--- config.mk ---
export PLATFORM = sky130hd
export DESIGN_NAME = pmic_control_pin_logic
export DESIGN_NICKNAME = d
export VERILOG_FILES = /design/src/verilog/pin_pkg.sv /design/src/verilog/pmic_control_pin_logic.sv /design/src/verilog/key_debounce.sv
export VERILOG_INCLUDE_DIRS = /design/src /design/src/verilog
export SDC_FILE = /design/constraint.sdc
export NUM_CORES = 1
export LEC_CHECK = 0
export ABC_AREA = 1
export BUFFER_PORTS_ARGS = -buffer_cell sky130_fd_sc_hd__buf_4
export CAP_MARGIN = 20
export CORE_UTILIZATION = 50
export CTS_BUF_LIST = sky130_fd_sc_hd__clkbuf_8
export CTS_CLUSTER_SIZE = 25
export DETAILED_ROUTE_END_ITERATION = 8
export PLACE_DENSITY = 0.69
export SYNTH_ARGS = -nofsm -noshare
export SYNTH_HDL_FRONTEND = slang
export SYNTH_SLANG_ARGS = --single-unit
--- constraint.sdc ---
create_clock -name sys_clk -period 9.3 [get_ports sys_clk]
set_input_delay 1.86 -clock sys_clk [delete_from_list [all_inputs] [get_ports sys_clk]]
set_output_delay 1.86 -clock sys_clk [all_outputs]
set_load 0.005 [all_outputs]
--- src/verilog/pin_cfg.svh ---
// Purpose: constants for the power control pin logic
// Assumes: sys_clk at 25 MHz, slow tick at 32768 Hz
// Notes: times in microseconds, counts in slow ticks
// Notes on behaviour
// [RQ1] power-on input is level mode on select 0, edge mode on 1
// [RQ2] level mode: high turns on, low turns off or sleeps
// [RQ3] edge mode: falling edge turns on, long low press turns off
// [RQ4] edge mode: brief press moves off or sleep to run
// [RQ5] brief press in run or standby only raises key interrupt
// [RQ6] long press turns off only when long-press enable is 1
// [RQ7] key interrupt on both falling and rising debounced edges
// [RQ8] debounce select picks 31.25/125/750 ms falling; rising 31.25 ms
// [RQ9] key interrupt holds until cleared or off state is entered
// [RQ10] standby is pin level xor polarity invert bit
// [RQ11] nonzero hold-off delays the whole standby response
// [RQ12] standby pin passes three slow-clock synchroniser stages
// [RQ13] default mode: reset released after start-up, low at turn-off
// [RQ14] fault mode: release only fault-free; low on 1.8 ms fault
// [RQ15] fault mode: fault beyond 100 ms turns off; power-on restarts
// [RQ16] fault mode selected by reset fault mode enable bit
// [RQ17] three-bit field selects release delay from 2 ms to 1024 ms
// [RQ18] interrupt output low while any unmasked status bit is set
// [RQ19] status bits clear by writing 1; output then releases
// [RQ20] masked bits still set and read, but never drive the output
// [RQ21] masks all set at reset; unmasking a set bit asserts output
// [RQ22] sense register is live, read only, unlatched
// [RQ23] release codes are power-of-two steps of 2 ms up to 1024 ms
// [RQ24] timers count slow ticks and restart when condition leaves
`ifndef PIN_CFG_SVH
`define PIN_CFG_SVH
`define SYS_HZ 25000000
`define SLOW_HZ 32768
`define CEIL_TICKS(us) ((64'(us) * `SLOW_HZ + 64'd999999) / 64'd1000000)
`define T_DB_SHORT_US 31250
`define T_DB_MID_US 125000
`define T_DB_LONG_US 750000
`define T_LONG_PRESS_US 4000000
`define T_FAULT_ASSERT_US 1800
`define T_FAULT_OFF_US 100000
`define T_REL_BASE_US 2000
`define REL_TOP_CODE 3'h7
`define REL_TOP_SHIFT 9
`define STBY_STEP_TICKS 32
`define ADDR_CTRL 8'h00
`define ADDR_STATUS 8'h04
`define ADDR_MASK 8'h08
`define ADDR_SENSE 8'h0c
`define ADDR_STATE 8'h10
`define CTRL_RST 12'h000
`define IRQ_W 4
`define MASK_RST 4'hf
`define IRQ_KEY_FALL 0
`define IRQ_KEY_RISE 1
`define IRQ_FAULT 2
`define IRQ_STBY 3
`define KEY_BITS 4'h3
`endif

--- src/verilog/pin_pkg.sv ---
// Purpose: types shared by the power control pin logic
// Assumes: nothing
// Notes: control word layout is the ctrl register layout
package pin_pkg;
	typedef enum logic [2:0] {
		ST_OFF,
		ST_START,
		ST_RUN,
		ST_STBY,
		ST_SLEEP
	} pwr_state_t;
	typedef struct packed {
		logic sleep_select;
		logic [2:0] reset_release_delay_sel;
		logic reset_fault_mode_enable;
		logic [1:0] standby_hold_off_delay;
		logic standby_polarity_invert;
		logic [1:0] power_key_debounce_sel;
		logic long_press_off_enable;
		logic power_input_edge_select;
	} ctrl_t;
	typedef struct packed {
		logic lvl;
		logic oe;
	} od_pin_t;
endpackage : pin_pkg

--- src/verilog/pmic_control_pin_logic.sv ---
// Purpose: power-on, standby, host reset and interrupt pin control
// Assumes: inputs synchronous to sys_clk; regulator sequencing outside
// Notes: open-drain pins come out as level and drive enable
//
// Added by the designer: the address map and the plain strobed port.
`timescale 1ns/1ps
`include "pin_cfg.svh"
module pmic_control_pin_logic #(
	parameter int TICK_DIV = `SYS_HZ / `SLOW_HZ,
	parameter int DB_SHORT = int'(`CEIL_TICKS(`T_DB_SHORT_US)),
	parameter int DB_MID = int'(`CEIL_TICKS(`T_DB_MID_US)),
	parameter int DB_LONG = int'(`CEIL_TICKS(`T_DB_LONG_US)),
	parameter int LONG_PRESS = int'(`CEIL_TICKS(`T_LONG_PRESS_US)),
	parameter int FAULT_ASSERT = int'(`CEIL_TICKS(`T_FAULT_ASSERT_US)),
	parameter int FAULT_OFF = int'(`CEIL_TICKS(`T_FAULT_OFF_US)),
	parameter int REL_BASE = int'(`CEIL_TICKS(`T_REL_BASE_US)),
	parameter int AW = 8,
	parameter int DW = 32
) (
	input wire logic sys_clk,
	input wire logic rst,
	input wire logic [AW-1:0] addr,
	input wire logic [DW-1:0] wdata,
	input wire logic wr,
	input wire logic rd,
	output logic [DW-1:0] rdata,
	input wire logic power_on_input,
	input wire logic standby_in,
	input wire logic fault_in,
	input wire logic seq_done,
	output logic regs_on,
	output logic sleep_out,
	output logic standby_out,
	output pin_pkg::od_pin_t host_reset_out_n,
	output pin_pkg::od_pin_t irq_out_n
);
	localparam int CW = 24;

	pin_pkg::ctrl_t ctrl_r;
	pin_pkg::pwr_state_t state_r;
	pin_pkg::pwr_state_t state_nxt;
	logic [15:0] div_r;
	logic tick_r;
	logic key_lvl;
	logic key_fall;
	logic key_rise;
	logic [CW-1:0] fall_len;
	logic [CW-1:0] lp_cnt_r;
	logic long_hit;
	logic [2:0] sb_sync_r;
	logic sb_req;
	logic sb_act_r;
	logic [CW-1:0] sb_cnt_r;
	logic [CW-1:0] hold_len;
	logic sb_flip;
	logic [CW-1:0] flt_cnt_r;
	logic fm;
	logic flt_low;
	logic flt_low_d_r;
	logic flt_kill;
	logic start_flt_r;
	logic [CW-1:0] rel_cnt_r;
	logic [CW-1:0] rel_len;
	logic rel_hit;
	logic turn_on;
	logic turn_off;
	logic hold_rst;
	logic [`IRQ_W-1:0] stat_r;
	logic [`IRQ_W-1:0] stat_nxt;
	logic [`IRQ_W-1:0] mask_r;
	logic [`IRQ_W-1:0] mask_nxt;
	logic [`IRQ_W-1:0] ev;
	logic [`IRQ_W-1:0] clr;
	logic enter_off;

	assign fm = ctrl_r.reset_fault_mode_enable; // see [RQ16]

	// slow clock enable, about 32 kHz from sys_clk
	always_ff @(posedge sys_clk or posedge rst) begin
		if (rst) begin
			div_r <= '0;
			tick_r <= 1'b0;
		end else if (div_r == 16'(TICK_DIV - 1)) begin
			div_r <= '0;
			tick_r <= 1'b1;
		end else begin
			div_r <= div_r + 16'h1;
			tick_r <= 1'b0;
		end
	end

	// register writes
	always_ff @(posedge sys_clk or posedge rst) begin
		if (rst) begin
			ctrl_r <= pin_pkg::ctrl_t'(`CTRL_RST);
		end else if (wr && addr == `ADDR_CTRL) begin
			ctrl_r <= pin_pkg::ctrl_t'(wdata[$bits(pin_pkg::ctrl_t)-1:0]);
		end
	end

	always_comb begin
		case (ctrl_r.power_key_debounce_sel) // see [RQ8]
			2'h2: fall_len = CW'(DB_MID);
			2'h3: fall_len = CW'(DB_LONG);
			default: fall_len = CW'(DB_SHORT);
		endcase
	end

	key_debounce #(
		.CW(CW)
	) u_key (
		.sys_clk(sys_clk),
		.rst(rst),
		.tick(tick_r),
		.raw(power_on_input),
		.fall_len(fall_len),
		.rise_len(CW'(DB_SHORT)),
		.level_r(key_lvl),
		.fall_r(key_fall),
		.rise_r(key_rise)
	);

	// long press timer saturates so it fires once per press
	always_ff @(posedge sys_clk or posedge rst) begin
		if (rst) begin
			lp_cnt_r <= '0;
		end else if (key_lvl) begin
			lp_cnt_r <= '0; // see [RQ24]
		end else if (tick_r && lp_cnt_r != CW'(LONG_PRESS)) begin
			lp_cnt_r <= lp_cnt_r + CW'(1);
		end
	end
	assign long_hit = !key_lvl && tick_r
		&& lp_cnt_r == CW'(LONG_PRESS - 1); // see [RQ3]

	// standby synchroniser on the slow clock
	always_ff @(posedge sys_clk or posedge rst) begin
		if (rst) begin
			sb_sync_r <= '0;
		end else if (tick_r) begin
			sb_sync_r <= {sb_sync_r[1:0],
				standby_in ^ ctrl_r.standby_polarity_invert}; // see [RQ10]
		end
	end
	assign sb_req = sb_sync_r[2]; // see [RQ12]
	assign hold_len = CW'(`STBY_STEP_TICKS)
		* CW'(ctrl_r.standby_hold_off_delay);
	assign sb_flip = sb_req != sb_act_r && sb_cnt_r >= hold_len;

	always_ff @(posedge sys_clk or posedge rst) begin
		if (rst) begin
			sb_cnt_r <= '0;
			sb_act_r <= 1'b0;
		end else if (sb_req == sb_act_r) begin
			sb_cnt_r <= '0; // see [RQ24]
		end else if (sb_flip) begin
			sb_act_r <= sb_req; // see [RQ11]
			sb_cnt_r <= '0;
		end else if (tick_r) begin
			sb_cnt_r <= sb_cnt_r + CW'(1);
		end
	end

	// fault persistence, supervised while regulators are up
	always_ff @(posedge sys_clk or posedge rst) begin
		if (rst) begin
			flt_cnt_r <= '0;
		end else if (!fault_in || state_r == pin_pkg::ST_OFF
			|| state_r == pin_pkg::ST_SLEEP) begin
			flt_cnt_r <= '0; // see [RQ24]
		end else if (tick_r && flt_cnt_r != CW'(FAULT_OFF)) begin
			flt_cnt_r <= flt_cnt_r + CW'(1);
		end
	end
	assign flt_low = fm && flt_cnt_r >= CW'(FAULT_ASSERT); // see [RQ14]
	assign flt_kill = fm && flt_cnt_r >= CW'(FAULT_OFF); // see [RQ15]

	always_ff @(posedge sys_clk or posedge rst) begin
		if (rst) begin
			flt_low_d_r <= 1'b0;
		end else begin
			flt_low_d_r <= flt_low;
		end
	end

	// a fault seen anywhere in start-up blocks the release
	always_ff @(posedge sys_clk or posedge rst) begin
		if (rst) begin
			start_flt_r <= 1'b0;
		end else if (state_r != pin_pkg::ST_START) begin
			start_flt_r <= 1'b0;
		end else if (fault_in) begin
			start_flt_r <= 1'b1; // see [RQ14]
		end
	end

	// release delay, timed from the last regulator
	always_comb begin
		if (ctrl_r.reset_release_delay_sel == `REL_TOP_CODE) begin
			rel_len = CW'(REL_BASE) << `REL_TOP_SHIFT; // see [RQ23]
		end else begin
			rel_len = CW'(REL_BASE)
				<< ctrl_r.reset_release_delay_sel; // see [RQ17]
		end
	end

	always_ff @(posedge sys_clk or posedge rst) begin
		if (rst) begin
			rel_cnt_r <= '0;
		end else if (state_r != pin_pkg::ST_START || !seq_done) begin
			rel_cnt_r <= '0;
		end else if (tick_r && rel_cnt_r != rel_len) begin
			rel_cnt_r <= rel_cnt_r + CW'(1);
		end
	end
	assign rel_hit = seq_done && rel_cnt_r >= rel_len;

	always_comb begin
		if (ctrl_r.power_input_edge_select) begin // see [RQ1]
			turn_on = key_fall; // see [RQ3]
			turn_off = long_hit && ctrl_r.long_press_off_enable; // see [RQ6]
		end else begin
			turn_on = key_lvl; // see [RQ2]
			turn_off = !key_lvl; // see [RQ2]
		end
	end

	// power state; in edge mode, key edges in run or standby only interrupt
	always_comb begin
		state_nxt = state_r;
		case (state_r)
			pin_pkg::ST_OFF: begin
				if (turn_on) begin
					state_nxt = pin_pkg::ST_START; // see [RQ15]
				end
			end
			pin_pkg::ST_SLEEP: begin
				if (turn_on) begin
					state_nxt = pin_pkg::ST_RUN; // see [RQ4]
				end
			end
			pin_pkg::ST_START: begin
				if (turn_off || flt_kill) begin
					state_nxt = pin_pkg::ST_OFF;
				end else if (rel_hit && !(fm && start_flt_r)) begin
					state_nxt = pin_pkg::ST_RUN; // see [RQ13]
				end
			end
			pin_pkg::ST_RUN, pin_pkg::ST_STBY: begin
				if (turn_off) begin
					state_nxt = ctrl_r.sleep_select ? pin_pkg::ST_SLEEP
						: pin_pkg::ST_OFF;
				end else if (flt_kill) begin
					state_nxt = pin_pkg::ST_OFF; // see [RQ15]
				end else if (sb_act_r) begin
					state_nxt = pin_pkg::ST_STBY; // see [RQ5]
				end else begin
					state_nxt = pin_pkg::ST_RUN;
				end
			end
			default: begin
				state_nxt = pin_pkg::ST_OFF;
			end
		endcase
	end

	always_ff @(posedge sys_clk or posedge rst) begin
		if (rst) begin
			state_r <= pin_pkg::ST_OFF;
		end else begin
			state_r <= state_nxt;
		end
	end

	// interrupt status and mask; a set beats a clear in the same cycle
	always_comb begin
		ev = '0;
		ev[`IRQ_KEY_FALL] = key_fall; // see [RQ7]
		ev[`IRQ_KEY_RISE] = key_rise; // see [RQ7]
		ev[`IRQ_FAULT] = flt_low && !flt_low_d_r;
		ev[`IRQ_STBY] = sb_flip;
		clr = '0;
		if (wr && addr == `ADDR_STATUS) begin
			clr = wdata[`IRQ_W-1:0]; // see [RQ19]
		end
		enter_off = state_nxt == pin_pkg::ST_OFF
			&& state_r != pin_pkg::ST_OFF;
		stat_nxt = stat_r & ~clr;
		if (enter_off) begin
			stat_nxt = stat_nxt & ~`KEY_BITS; // see [RQ9]
		end
		stat_nxt = stat_nxt | ev; // see [RQ20]
		mask_nxt = mask_r;
		if (wr && addr == `ADDR_MASK) begin
			mask_nxt = wdata[`IRQ_W-1:0];
		end
	end

	always_ff @(posedge sys_clk or posedge rst) begin
		if (rst) begin
			stat_r <= '0;
			mask_r <= `MASK_RST; // see [RQ21]
		end else begin
			stat_r <= stat_nxt; // see [RQ9]
			mask_r <= mask_nxt;
		end
	end

	// irq pin follows next status, so unmasking shows on the same edge as the mask write
	always_ff @(posedge sys_clk or posedge rst) begin
		if (rst) begin
			irq_out_n <= '{lvl: 1'b1, oe: 1'b0};
		end else begin
			irq_out_n.lvl <= ~|(stat_nxt & ~mask_nxt); // see [RQ18]
			irq_out_n.oe <= |(stat_nxt & ~mask_nxt); // see [RQ21]
		end
	end

	// reset held in off and start-up, and on a persisting fault
	assign hold_rst = state_nxt == pin_pkg::ST_OFF
		|| state_nxt == pin_pkg::ST_START
		|| (flt_low && state_nxt != pin_pkg::ST_SLEEP); // see [RQ14]

	always_ff @(posedge sys_clk or posedge rst) begin
		if (rst) begin
			host_reset_out_n <= '{lvl: 1'b0, oe: 1'b1};
			regs_on <= 1'b0;
			sleep_out <= 1'b0;
			standby_out <= 1'b0;
		end else begin
			host_reset_out_n.lvl <= !hold_rst; // see [RQ13]
			host_reset_out_n.oe <= hold_rst;
			regs_on <= state_nxt == pin_pkg::ST_START
				|| state_nxt == pin_pkg::ST_RUN
				|| state_nxt == pin_pkg::ST_STBY;
			sleep_out <= state_nxt == pin_pkg::ST_SLEEP;
			standby_out <= state_nxt == pin_pkg::ST_STBY;
		end
	end

	// register reads; the sense word is live and ignores writes
	always_ff @(posedge sys_clk or posedge rst) begin
		if (rst) begin
			rdata <= '0;
		end else if (!rd) begin
			rdata <= '0;
		end else if (addr == `ADDR_CTRL) begin
			rdata <= DW'(ctrl_r);
		end else if (addr == `ADDR_STATUS) begin
			rdata <= DW'(stat_r);
		end else if (addr == `ADDR_MASK) begin
			rdata <= DW'(mask_r);
		end else if (addr == `ADDR_SENSE) begin
			rdata <= DW'({flt_low, fault_in, sb_req, key_lvl}); // see [RQ22]
		end else if (addr == `ADDR_STATE) begin
			rdata <= DW'({sb_act_r, state_r});
		end else begin
			rdata <= '0;
		end
	end
endmodule : pmic_control_pin_logic

--- src/verilog/key_debounce.sv ---
// Purpose: debounce the power-on input with separate edge lengths
// Assumes: tick is a one-cycle slow clock enable
// Notes: level rests high, as a released button reads high
`timescale 1ns/1ps
module key_debounce #(
	parameter int CW = 24
) (
	input wire logic sys_clk,
	input wire logic rst,
	input wire logic tick,
	input wire logic raw,
	input wire logic [CW-1:0] fall_len,
	input wire logic [CW-1:0] rise_len,
	output logic level_r,
	output logic fall_r,
	output logic rise_r
);
	logic [CW-1:0] cnt_r;
	logic [CW-1:0] len;

	assign len = level_r ? fall_len : rise_len; // see [RQ8]

	always_ff @(posedge sys_clk or posedge rst) begin
		if (rst) begin
			cnt_r <= '0;
			level_r <= 1'b1;
			fall_r <= 1'b0;
			rise_r <= 1'b0;
		end else begin
			fall_r <= 1'b0;
			rise_r <= 1'b0;
			if (raw == level_r) begin
				cnt_r <= '0; // see [RQ24]
			end else if (tick && cnt_r >= len - CW'(1)) begin
				level_r <= raw;
				fall_r <= !raw; // see [RQ7]
				rise_r <= raw; // see [RQ7]
				cnt_r <= '0;
			end else if (tick) begin
				cnt_r <= cnt_r + CW'(1);
			end
		end
	end
endmodule : key_debounce

# After elaboration in Yosys (flattened, before gate mapping)
# Index checks and enable logic that the tools add are counted.
# word_totals
reg_bits,208
inputBits,48
out_inout_bits,39
wordCells,171
# classes
add_sub_neg,7
order_cmp,5
n_eq_ne,25
shifts,1
n_mux,43
bitwise_logic,8
n_reduce_logical,49
# op_table
op,count
2-to-1 mux 24 bit,13
adder 24 x 1 -> 24 bit (second input constant),5
greater-or-equal comparator 24 bit,2
one-hot mux 15 bit (2 select lines),1
equality test 24 x 17 -> 1 bit (second input constant),1
greater-or-equal comparator 24 x 12 -> 1 bit (second input constant),1
greater-or-equal comparator 24 x 6 -> 1 bit (second input constant),1
greater-or-equal comparator 24 x 7 -> 1 bit,1
2-to-1 mux 12 bit,2
2-to-1 mux 4 bit,6
inequality test 24 x 12 -> 1 bit (second input constant),1
inequality test 24 x 18 -> 1 bit (second input constant),1
inequality test 24 bit,1
left shift 7 x 3 -> 24 bit (first input constant),1
subtractor 24 x 1 -> 24 bit (second input constant),1
logical AND 1 bit,19
2-to-1 mux 3 bit,6
adder 16 x 1 -> 16 bit (second input constant),1
equality test 16 x 10 -> 1 bit (second input constant),1
equality test 8 x 4 -> 1 bit (second input constant),2
2-to-1 mux 16 bit,1
2-to-1 mux 15 bit,1
equality test 3 x 2 -> 1 bit (second input constant),4
one-hot mux 3 bit (4 select lines),1
25 further kinds,64

# Logic depth before layout (Yosys ltp)
# Gate-level depths: netlist of the first run.
# logic_depth
ltp_word,15
ltp_mapped,22
depth_no_buf,22

# Modules after synthesis
# Synthesis of the first run repeated with hierarchy kept, for this count alone.
# unflattened
hier_cells,1604
hier_area_um2,11853.9
# by_module_without_submodules
module,n_inst,cells_each,area_per_inst_um2,seq_area_each_um2
pmic_control_pin_logic,1,1048,8493.1,4036.4
key_debounce,1,556,3360.7,676.9

# Worst setup path after synthesis of the first run
# Ideal clock, no wire load.
# synth_timing
path_kind,input -> register
start,in addr[7]
end,reg ctrl_r[4] (netlist bit)
setup_time_ps,132
arrival_time_ps,3054
setup_slack_ps,6114
path_stages,8
cell_sequence,or2_1 nor2_1 nand2_1 nor2_1 nand2_1 clkbuf_1 nor2_1 a21oi_1
# synth_via
elab_chain_len,2
# synth_rtl
element,line_no,rtl
start: declaration,pmic_control_pin_logic.sv:22,"input wire logic [AW-1:0] addr,"
zero test 8 bit (no line),-,
logical AND 1 bit (no line),-,
end signal: assignment,pmic_control_pin_logic.sv:95,ctrl_r <= pin_pkg::ctrl_t'(`CTRL_RST);
end signal: assignment,pmic_control_pin_logic.sv:97,ctrl_r <= pin_pkg::ctrl_t'(wdata[$bits(pin_pkg::ctrl_t)-1:0]);
end: declaration,pmic_control_pin_logic.sv:39,pin_pkg::ctrl_t ctrl_r;
# No other way between the ends.
# A chain may end at the register's enable or synchronous reset.

# Worst setup path after layout of the first run
# layout_timing
start,reg u_key.level_r
end,reg u_key.cnt_r[7]
# layout_via
elab_chain_len,6
# layout_rtl
element,line_no,rtl
start: declaration,key_debounce.sv:14,"output logic level_r,"
start signal: assignment,key_debounce.sv:35,level_r <= raw;
2-to-1 mux 15 bit,key_debounce.sv:21,assign len = level_r ? fall_len : rise_len;
subtractor 24 x 1 -> 24 bit,key_debounce.sv:34,end else if (tick && cnt_r >= len - CW'(1)) begin
greater-or-equal comparator 24 bit,key_debounce.sv:34,
logical AND 1 bit,key_debounce.sv:34,
2-to-1 mux 24 bit,key_debounce.sv:34,
2-to-1 mux 24 bit,key_debounce.sv:32,if (raw == level_r) begin
end signal: assignment,key_debounce.sv:40,cnt_r <= cnt_r + CW'(1);
end: declaration,key_debounce.sv:18,logic [CW-1:0] cnt_r;
# Parallel ways exist; a longest one is shown, timed or not.

==> impl_metrics.py, run 1 <==
metrics = {
    "outcome": {
        "status": "finished clean",
    },
    "timing": {
        "slew-limit-headroom_pct": 43.1,
        "worst_slew_pin_slew_ns": 0.853,
        "rsz0062_at_grt": "no",
        "slew_violations": 0,
        "fmax_mhz": 272,
        "setup_slack_ns": 5.63,
        "clock_skew_ns": 0.0122,
        "hold_viol_final": 0,
        "fin_crit_sh_pct": 39.5,
        "timing.setup.tns_ns": 0,
        "setup_violations": 0,
        "layout_min_cycle_time_ns": 3.67,
    },
    "pwr": {
        "clkPwrFrac_pct": 36.3,
        "p_leak_uw": 0.00517,
        "swShare_pct": 27.3,
        "power_switching_uw": 414,
        "power_density_mw_per_mm2": 136,
        "ir_worst_vdd_mv": 0.0833,
        "internal-power_uw": 1100,
        "seq_power_share_pct": 55.8,
        "p_comb_share_pct": 7.9,
    },
    "clock_network": {
        "cts_resized": 0,
        "cts.path.max_buffers": 2,
        "cts_sinks": 188,
        "cts-hold-fix-buffers": 0,
        "cts_setup_buffers": 0,
        "cts_root_buffer": "clkbuf_8",
        "clk_latency_ns": 0.46,
        "cts_buffers": 17,
        "cts_tree": "built",
        "htreeDepth": 4,
        "clk_pin_slew_ns": 0.10,
    },
    "critical_path": {
        "r2r_start": "u_key.level_r$_DFFE_PP1P_",
        "path_cells": "nand2_1 -> or2_2 -> ha_1 -> ha_1 -> ha_1 -> a21oi_1 -> o221ai_1 -> a211oi_1 -> nand3_1 -> o32ai_1",
        "r2r_slack_ns": 5.63,
        "path_class": "register to register",
        "crit_arrival_ns": 4.01,
        "startpoint_type": "register",
        "critPathMostFrequentCell": "ha_1",
        "max_stage_delay_ns": 0.72,
        "cp_max_fo": 17,
        "worst_r2r_endpoint": "u_key.cnt_r[7]$_DFFE_PP0P_",
        "worst_setup_path_end_kind": "register",
        "slowest_stage": "dfstp_2",
        "rr_worst_depth": 10,
        "cp.required_ns": 9.64,
    },
    "global_route": {
        "grt_pass1_vias": 7493,
        "grt_start_max_net_pins": 122,
        "grt-ovfl-total": 0,
        "met3_usage_pct": 3.74,
        "busiest_layer": "met2",
        "use_met1_pct": 28.9,
        "grt_pass1_wl_mm": 34.9,
        "grt_use_met2_pct": 34.1,
        "antenna_found_initial": 0,
        "groute.usage.overall_pct": 21.1,
    },
    "route": {
        "routedWlPerCell_microns": 12.9,
        "drc": 0,
        "post_drt_via_cell_ratio": 5.07,
        "drt-total-wl_mm": 20.3,
        "antenna_left": 0,
        "via_count": 7980,
        "drt_pass1_iterations": 5,
        "drt_iter0_drc": 420,
    },
    "final_layout": {
        "nNetsFinal": 1381,
        "stdcell_count": 1575,
        "drive_above_1_share_pct": 12.0,
        "fill_cells": 1833,
        "final_cell_mix": "nand2_1 (184), inv_1 (182), dfrtp_1 (181), nor2_1 (151), a21oi_1 (75)",
        "area_growth_pct": 10.0,
        "antennaDiodeCount": 0,
        "regArea_sq_mm": 0.00471,
        "multi_input_area_sq_mm": 0.00462,
        "stdcell_area_sq_mm": 0.0112,
        "layout_commonest_cell": "nand2_1",
    },
    "job": {
        "max_cap_violations": 0,
    },
    "placement": {
        "portBuffers": 46,
        "place_inst": 1543,
        "pre_cts_ws_ns": 5.41,
        "post_dp_cell_area_sq_mm": 0.0108,
        "gp_congestion": 0.871,
        "post-dp-hpwl_mm": 15.0,
    },
    "synthesis": {
        "synth_cell_types": 54,
        "synth-async-reset-ratio_pct": 100,
        "ys_seq_elements": 188,
        "synth-edff-count": 0,
        "avgSynthCellArea_sq_um": 8.27,
        "syn_inst": 1228,
        "ys_seq_area_share_pct": 46.4,
        "synth_area_sq_mm": 0.0102,
        "yosysWarnings": 0,
        "synthFlopType": "dfrtp_1",
    },
    "floorplanning": {
        "row_count": 51,
        "core_sq_mm": 0.0197,
        "dieWidth_microns": 144,
        "pin_count": 87,
        "die_area_sq_mm": 0.0209,
        "start_util_pct": 51.6,
        "die_height_microns": 144,
    },
    "min_path": {
        "worstHoldStart": "u_key.rise_r$_DFF_PP0_",
        "hold_depth": 2,
        "hold_path_class": "register to register",
        "hold-path-endpoint": "stat_r[1]$_DFF_PP0_",
    },
}
-- flip-flops by register name, summed over array words and instances, names as in the netlist, 2 cells and up --
signal and cells:
ctrl_r 11, div_r 16, flt_cnt_r 24, host_reset_out_n 2, irq_out_n 2, lp_cnt_r 24
mask_r 4, rdata 12, rel_cnt_r 24, sb_cnt_r 24, sb_sync_r 3, stat_r 4
state_r 3, u_key.cnt_r 24
-- per-stage QoR --
stage | hold WS [ns] | total power [uW] | util [%]
after floorplan | 0.428 | 943 | -
after global placement | 0.441 | 981 | 54.8
after detailed placement | 0.459 | 983 | 54.8
after CTS | 0.482 | 1540 | 56.8
after global routing | 0.493 | 1590 | 56.8
final | 0.480 | 1520 | 56.8
-- cells by family (layout without fill, tap and decap cells) --
| logic type | Yosys count | in the layout | share of synthesized area (%) |
|---|---|---|---|
| flops | 188 | 188 | 46.4 |
| other cells | 2 | 38 | 0.0740 |
| xor+xnor | 35 | 35 | 3.02 |
| fa+ha+maj | 36 | 36 | 4.44 |
| buf+inv | 229 | 275 | 9.37 |
| compound gates | 197 | 197 | 10.8 |
| simple gates | 541 | 541 | 25.8 |
-- how the worst max path moves through the flow --
stage / from / end / depth (start not counted)
2_1_floorplan: rst / ctrl_r[0]$_DFFE_PP0P_ / 1
3_3_place_gp: addr[7] / ctrl_r[6]$_DFFE_PP0P_ / 8
3_5_place_dp: addr[1] / ctrl_r[5]$_DFFE_PP0P_ / 8
4_1_cts: u_key.level_r$_DFFE_PP1P_ / u_key.cnt_r[7]$_DFFE_PP0P_ / 10
5_1_grt: u_key.level_r$_DFFE_PP1P_ / u_key.cnt_r[7]$_DFFE_PP0P_ / 10
6_report: u_key.level_r$_DFFE_PP1P_ / u_key.cnt_r[7]$_DFFE_PP0P_ / 10
-- final cells by class --
class	count	share of cell area (%)
timing repair buffer	48	3.23
clock inverter	15	1.47
clock buffer	17	2.10
sequential	188	42.2
tap	265	2.97
inverter	195	6.63
multi-input combinational	847	41.4
-- power groups by stage --
stage          sequential (uW)  clock [uW]  combinational [uW]
6_report                   846         551                 119
5_1_grt                    849         601                 139
4_1_cts                    846         568                 121
3_5_place_dp               862           0                 121
3_3_place_gp               862           0                 120
2_1_floorplan              861           0                82.9
-- synth_stat cells, types with 8 or more instances --
cell type / number / area, sq um
a31oi_1: 8 / 50.1
o22ai_1: 14 / 87.6
dfrtp_1: 181 / 4530
buf_4: 21 / 158
nor3_2: 9 / 90.1
nand2_2: 12 / 75.1
nor4_1: 16 / 100
nand2_1: 184 / 691
nor2_2: 11 / 68.8
o21ai_0: 59 / 295
a21oi_1: 75 / 375
nand4_1: 18 / 113
nor3_1: 28 / 140
nor2_1: 151 / 567
nand3_1: 70 / 350
o21ai_1: 10 / 50.1
inv_1: 183 / 687
xor2_1: 28 / 245
ha_1: 36 / 450
clkbuf_1: 9 / 33.8
-- worst max-delay path: cells and delay by family (launching register included) --
family / cells / cell delay, ns
AO/OA/AOI/OAI: 4 / 1.05
adder cells (fa/ha/maj): 3 / 0.76
flip-flops: 1 / 0.72
AND/OR/NAND/NOR: 3 / 1.01
-- metal layers --
metal | up-vias | share of wire [%]
met2 | 135 | 47
met4 | 0 | 1.2
met3 | 14 | 3.7
li1 | 4103 | -
met5 | - | 0
met1 | 3728 | 48
No activity file was read; power rests on OpenSTA's default activity.
==> run 2: changes to the inputs <==
--- a/config.mk
+++ b/config.mk
@@ -13,7 +13,7 @@
 export CTS_BUF_LIST = sky130_fd_sc_hd__clkbuf_8
 export CTS_CLUSTER_SIZE = 25
 export DETAILED_ROUTE_END_ITERATION = 8
-export PLACE_DENSITY = 0.69
+export PLACE_DENSITY = 0.71
 export SYNTH_ARGS = -nofsm -noshare
 export SYNTH_HDL_FRONTEND = slang
 export SYNTH_SLANG_ARGS = --single-unit
==> constraint.sdc (replaced) <==
create_clock -name sys_clk -period 3 [get_ports sys_clk]
set_input_delay 0.6 -clock sys_clk [delete_from_list [all_inputs] [get_ports sys_clk]]
set_output_delay 0.6 -clock sys_clk [all_outputs]
set_load 0.005 [all_outputs]
==> run 2 against run 1 <==
Sequential cell count is the same; final cell count increased by 0.89%; sequential power increased to 3.1 times the previous value; hold slack lost 0.27 ns; die area stayed put; critical path depth increased by 1; non-clock buffer count increased by 14; clock power grew to 3.0 times the previous value; largest cell class unchanged; largest power group unchanged; highest routed layer unchanged.
==> impl_metrics.py, run 2 (synthesized netlist as in run 1, its figures left out) <==
metrics = {
    "critical_path": {
        "max_stage_delay_ns": 0.55,
        "path_cells": "nand2_1 -> or2_2 -> ha_1 -> ha_1 -> ha_1 -> a21oi_1 -> o221ai_1 -> a211oi_2 -> nand3_1 -> buf_6 -> o32ai_2",
        "critPathMostFrequentCell": "ha_1",
        "cp_max_fo": 17,
        "crit_arrival_ns": 3.22,
        "r2r_slack_ns": 0.15,
        "startpoint_type": "register",
        "path_class": "register to register",
        "slowest_stage": "dfstp_2",
        "r2r_start": "u_key.level_r$_DFFE_PP1P_",
        "cp.required_ns": 3.37,
        "rr_worst_depth": 11,
        "worst_r2r_endpoint": "u_key.cnt_r[5]$_DFFE_PP0P_",
        "worst_setup_path_end_kind": "register",
    },
    "route": {
        "via_count": 8044,
        "drt_pass1_iterations": 5,
        "routedWlPerCell_microns": 13.1,
        "drt_iter0_drc": 380,
        "drt-total-wl_mm": 20.9,
        "antenna_left": 0,
        "post_drt_via_cell_ratio": 5.06,
        "drc": 0,
    },
    "final_layout": {
        "antennaDiodeCount": 0,
        "fill_cells": 1837,
        "area_growth_pct": 11.3,
        "fin_util_pct": 57.5,
        "layout_commonest_cell": "nand2_1",
        "stdcell_count": 1589,
        "final_cell_mix": "nand2_1 (184), inv_1 (182), dfrtp_1 (181), nor2_1 (150), a21oi_1 (75)",
        "nNetsFinal": 1395,
        "stdcell_area_sq_mm": 0.0113,
        "drive_above_1_share_pct": 13.1,
    },
    "timing": {
        "layout_min_cycle_time_ns": 2.85,
        "setup_slack_ns": 0.151,
        "slew-limit-headroom_pct": 47.5,
        "clock_skew_ns": 0.0166,
        "slew_violations": 0,
        "hold_viol_final": 0,
        "setup_violations": 0,
        "worst_slew_pin_slew_ns": 0.785,
        "fin_crit_sh_pct": 95.0,
        "fmax_mhz": 351,
    },
    "floorplanning": {
        "row_count": 51,
        "start_util_pct": 51.6,
        "die_area_sq_mm": 0.0209,
        "core_sq_mm": 0.0197,
        "pin_count": 87,
        "dieWidth_microns": 144,
        "die_height_microns": 144,
    },
    "global_route": {
        "groute.usage.overall_pct": 21.3,
        "grt_pass1_vias": 7493,
        "grt-ovfl-total": 0,
        "antenna_found_initial": 0,
        "grt_pass1_wl_mm": 35.1,
        "grt_start_max_net_pins": 80,
    },
    "clock_network": {
        "cts_sinks": 188,
        "cts.path.max_buffers": 2,
        "cts_tree": "built",
        "cts_buffers": 17,
        "cts_root_buffer": "clkbuf_8",
        "clk_pin_slew_ns": 0.10,
        "htreeDepth": 4,
        "clk_latency_ns": 0.46,
    },
    "placement": {
        "post_dp_cell_area_sq_mm": 0.0109,
        "pre_cts_ws_ns": 0.0453,
        "post-dp-hpwl_mm": 15.2,
        "place_inst": 1554,
        "gp_congestion": 0.893,
        "portBuffers": 46,
    },
    "pwr": {
        "p_total_uw": 4640,
        "ir_worst_vdd_mv": 0.268,
        "power_density_mw_per_mm2": 410,
        "p_leak_uw": 0.00524,
    },
    "min_path": {
        "hold_path_class": "input port to asynchronous set/reset pin",
    },
    "outcome": {
        "status": "finished clean",
    },
    "job": {
        "max_cap_violations": 0,
    },
}
[run 2: changes by cell type in the layout (fill, tap and decap cells not counted), sizes merged]
| cell | previous run | this run |
|---|---|---|
| clkinv | 6 | 8 |
| buf | 48 | 62 |
| clkinvlp | 1 | 3 |
| inv | 202 | 199 |
| bufinv | 1 | 0 |
[run 2: power by group]
group	total (uW)	switching, uW	internal [uW]
combinational	378	249	129
sequential	2620	31.6	2590
clock	1630	1010	621
[run 2: how the worst max path moves through the flow]
stage,startpoint,to,depth (start not counted)
2_1_floorplan,rst,ctrl_r[0]$_DFFE_PP0P_,1
3_3_place_gp,u_key.level_r$_DFFE_PP1P_,u_key.cnt_r[5]$_DFFE_PP0P_,11
3_5_place_dp,u_key.level_r$_DFFE_PP1P_,u_key.cnt_r[5]$_DFFE_PP0P_,11
4_1_cts,u_key.level_r$_DFFE_PP1P_,u_key.cnt_r[5]$_DFFE_PP0P_,11
5_1_grt,u_key.level_r$_DFFE_PP1P_,u_key.cnt_r[5]$_DFFE_PP0P_,11
6_report,u_key.level_r$_DFFE_PP1P_,u_key.cnt_r[5]$_DFFE_PP0P_,11
[run 2: per-layer routing]
layer | GRT usage (%) | wire (microns) | up-vias
li1 | - | - | 4112
met1 | 31.0 | 10300 | 3777
met2 | 33.2 | 9620 | 138
met3 | 3.74 | 756 | 17
met4 | 4.60 | 210 | 0
met5 | 0 | 0 | -
[run 2: stage by stage]
step	setup TNS, ns	hold slack (ns)
floorplan	-2.67	0.428
global placement	0	0.448
detailed placement	0	0.455
CTS	0	0.201
global route	-0.0233	0.210
finish	0	0.207
[run 2: what timing repair did]
item,in CTS,in global routing
endpoints found under the setup margin,0,12
hold buffers,0,0
buffers inserted,0,3
gates resized for setup,0,5
[run 2: layout make-up]
cell class / count / area (sq um) / area share [%]
sequential: 188 / 4710 / 41.7
multi-input combinational: 847 / 4640 / 41.1
inverter: 195 / 737 / 6.52
timing repair buffer: 62 / 494 / 4.37
tap: 265 / 332 / 2.93
clock buffer: 17 / 234 / 2.07
clock inverter: 15 / 145 / 1.28
[run 2: worst max-delay path, delay by kind of cell, from the launching register on]
family | cells | cell delay [ns]
buffers and inverters | 1 | 0.18
DFF | 1 | 0.55
adders and majority gates | 3 | 0.78
AOI/OAI and AO/OA | 4 | 0.74
and+or+nand+nor | 3 | 0.51
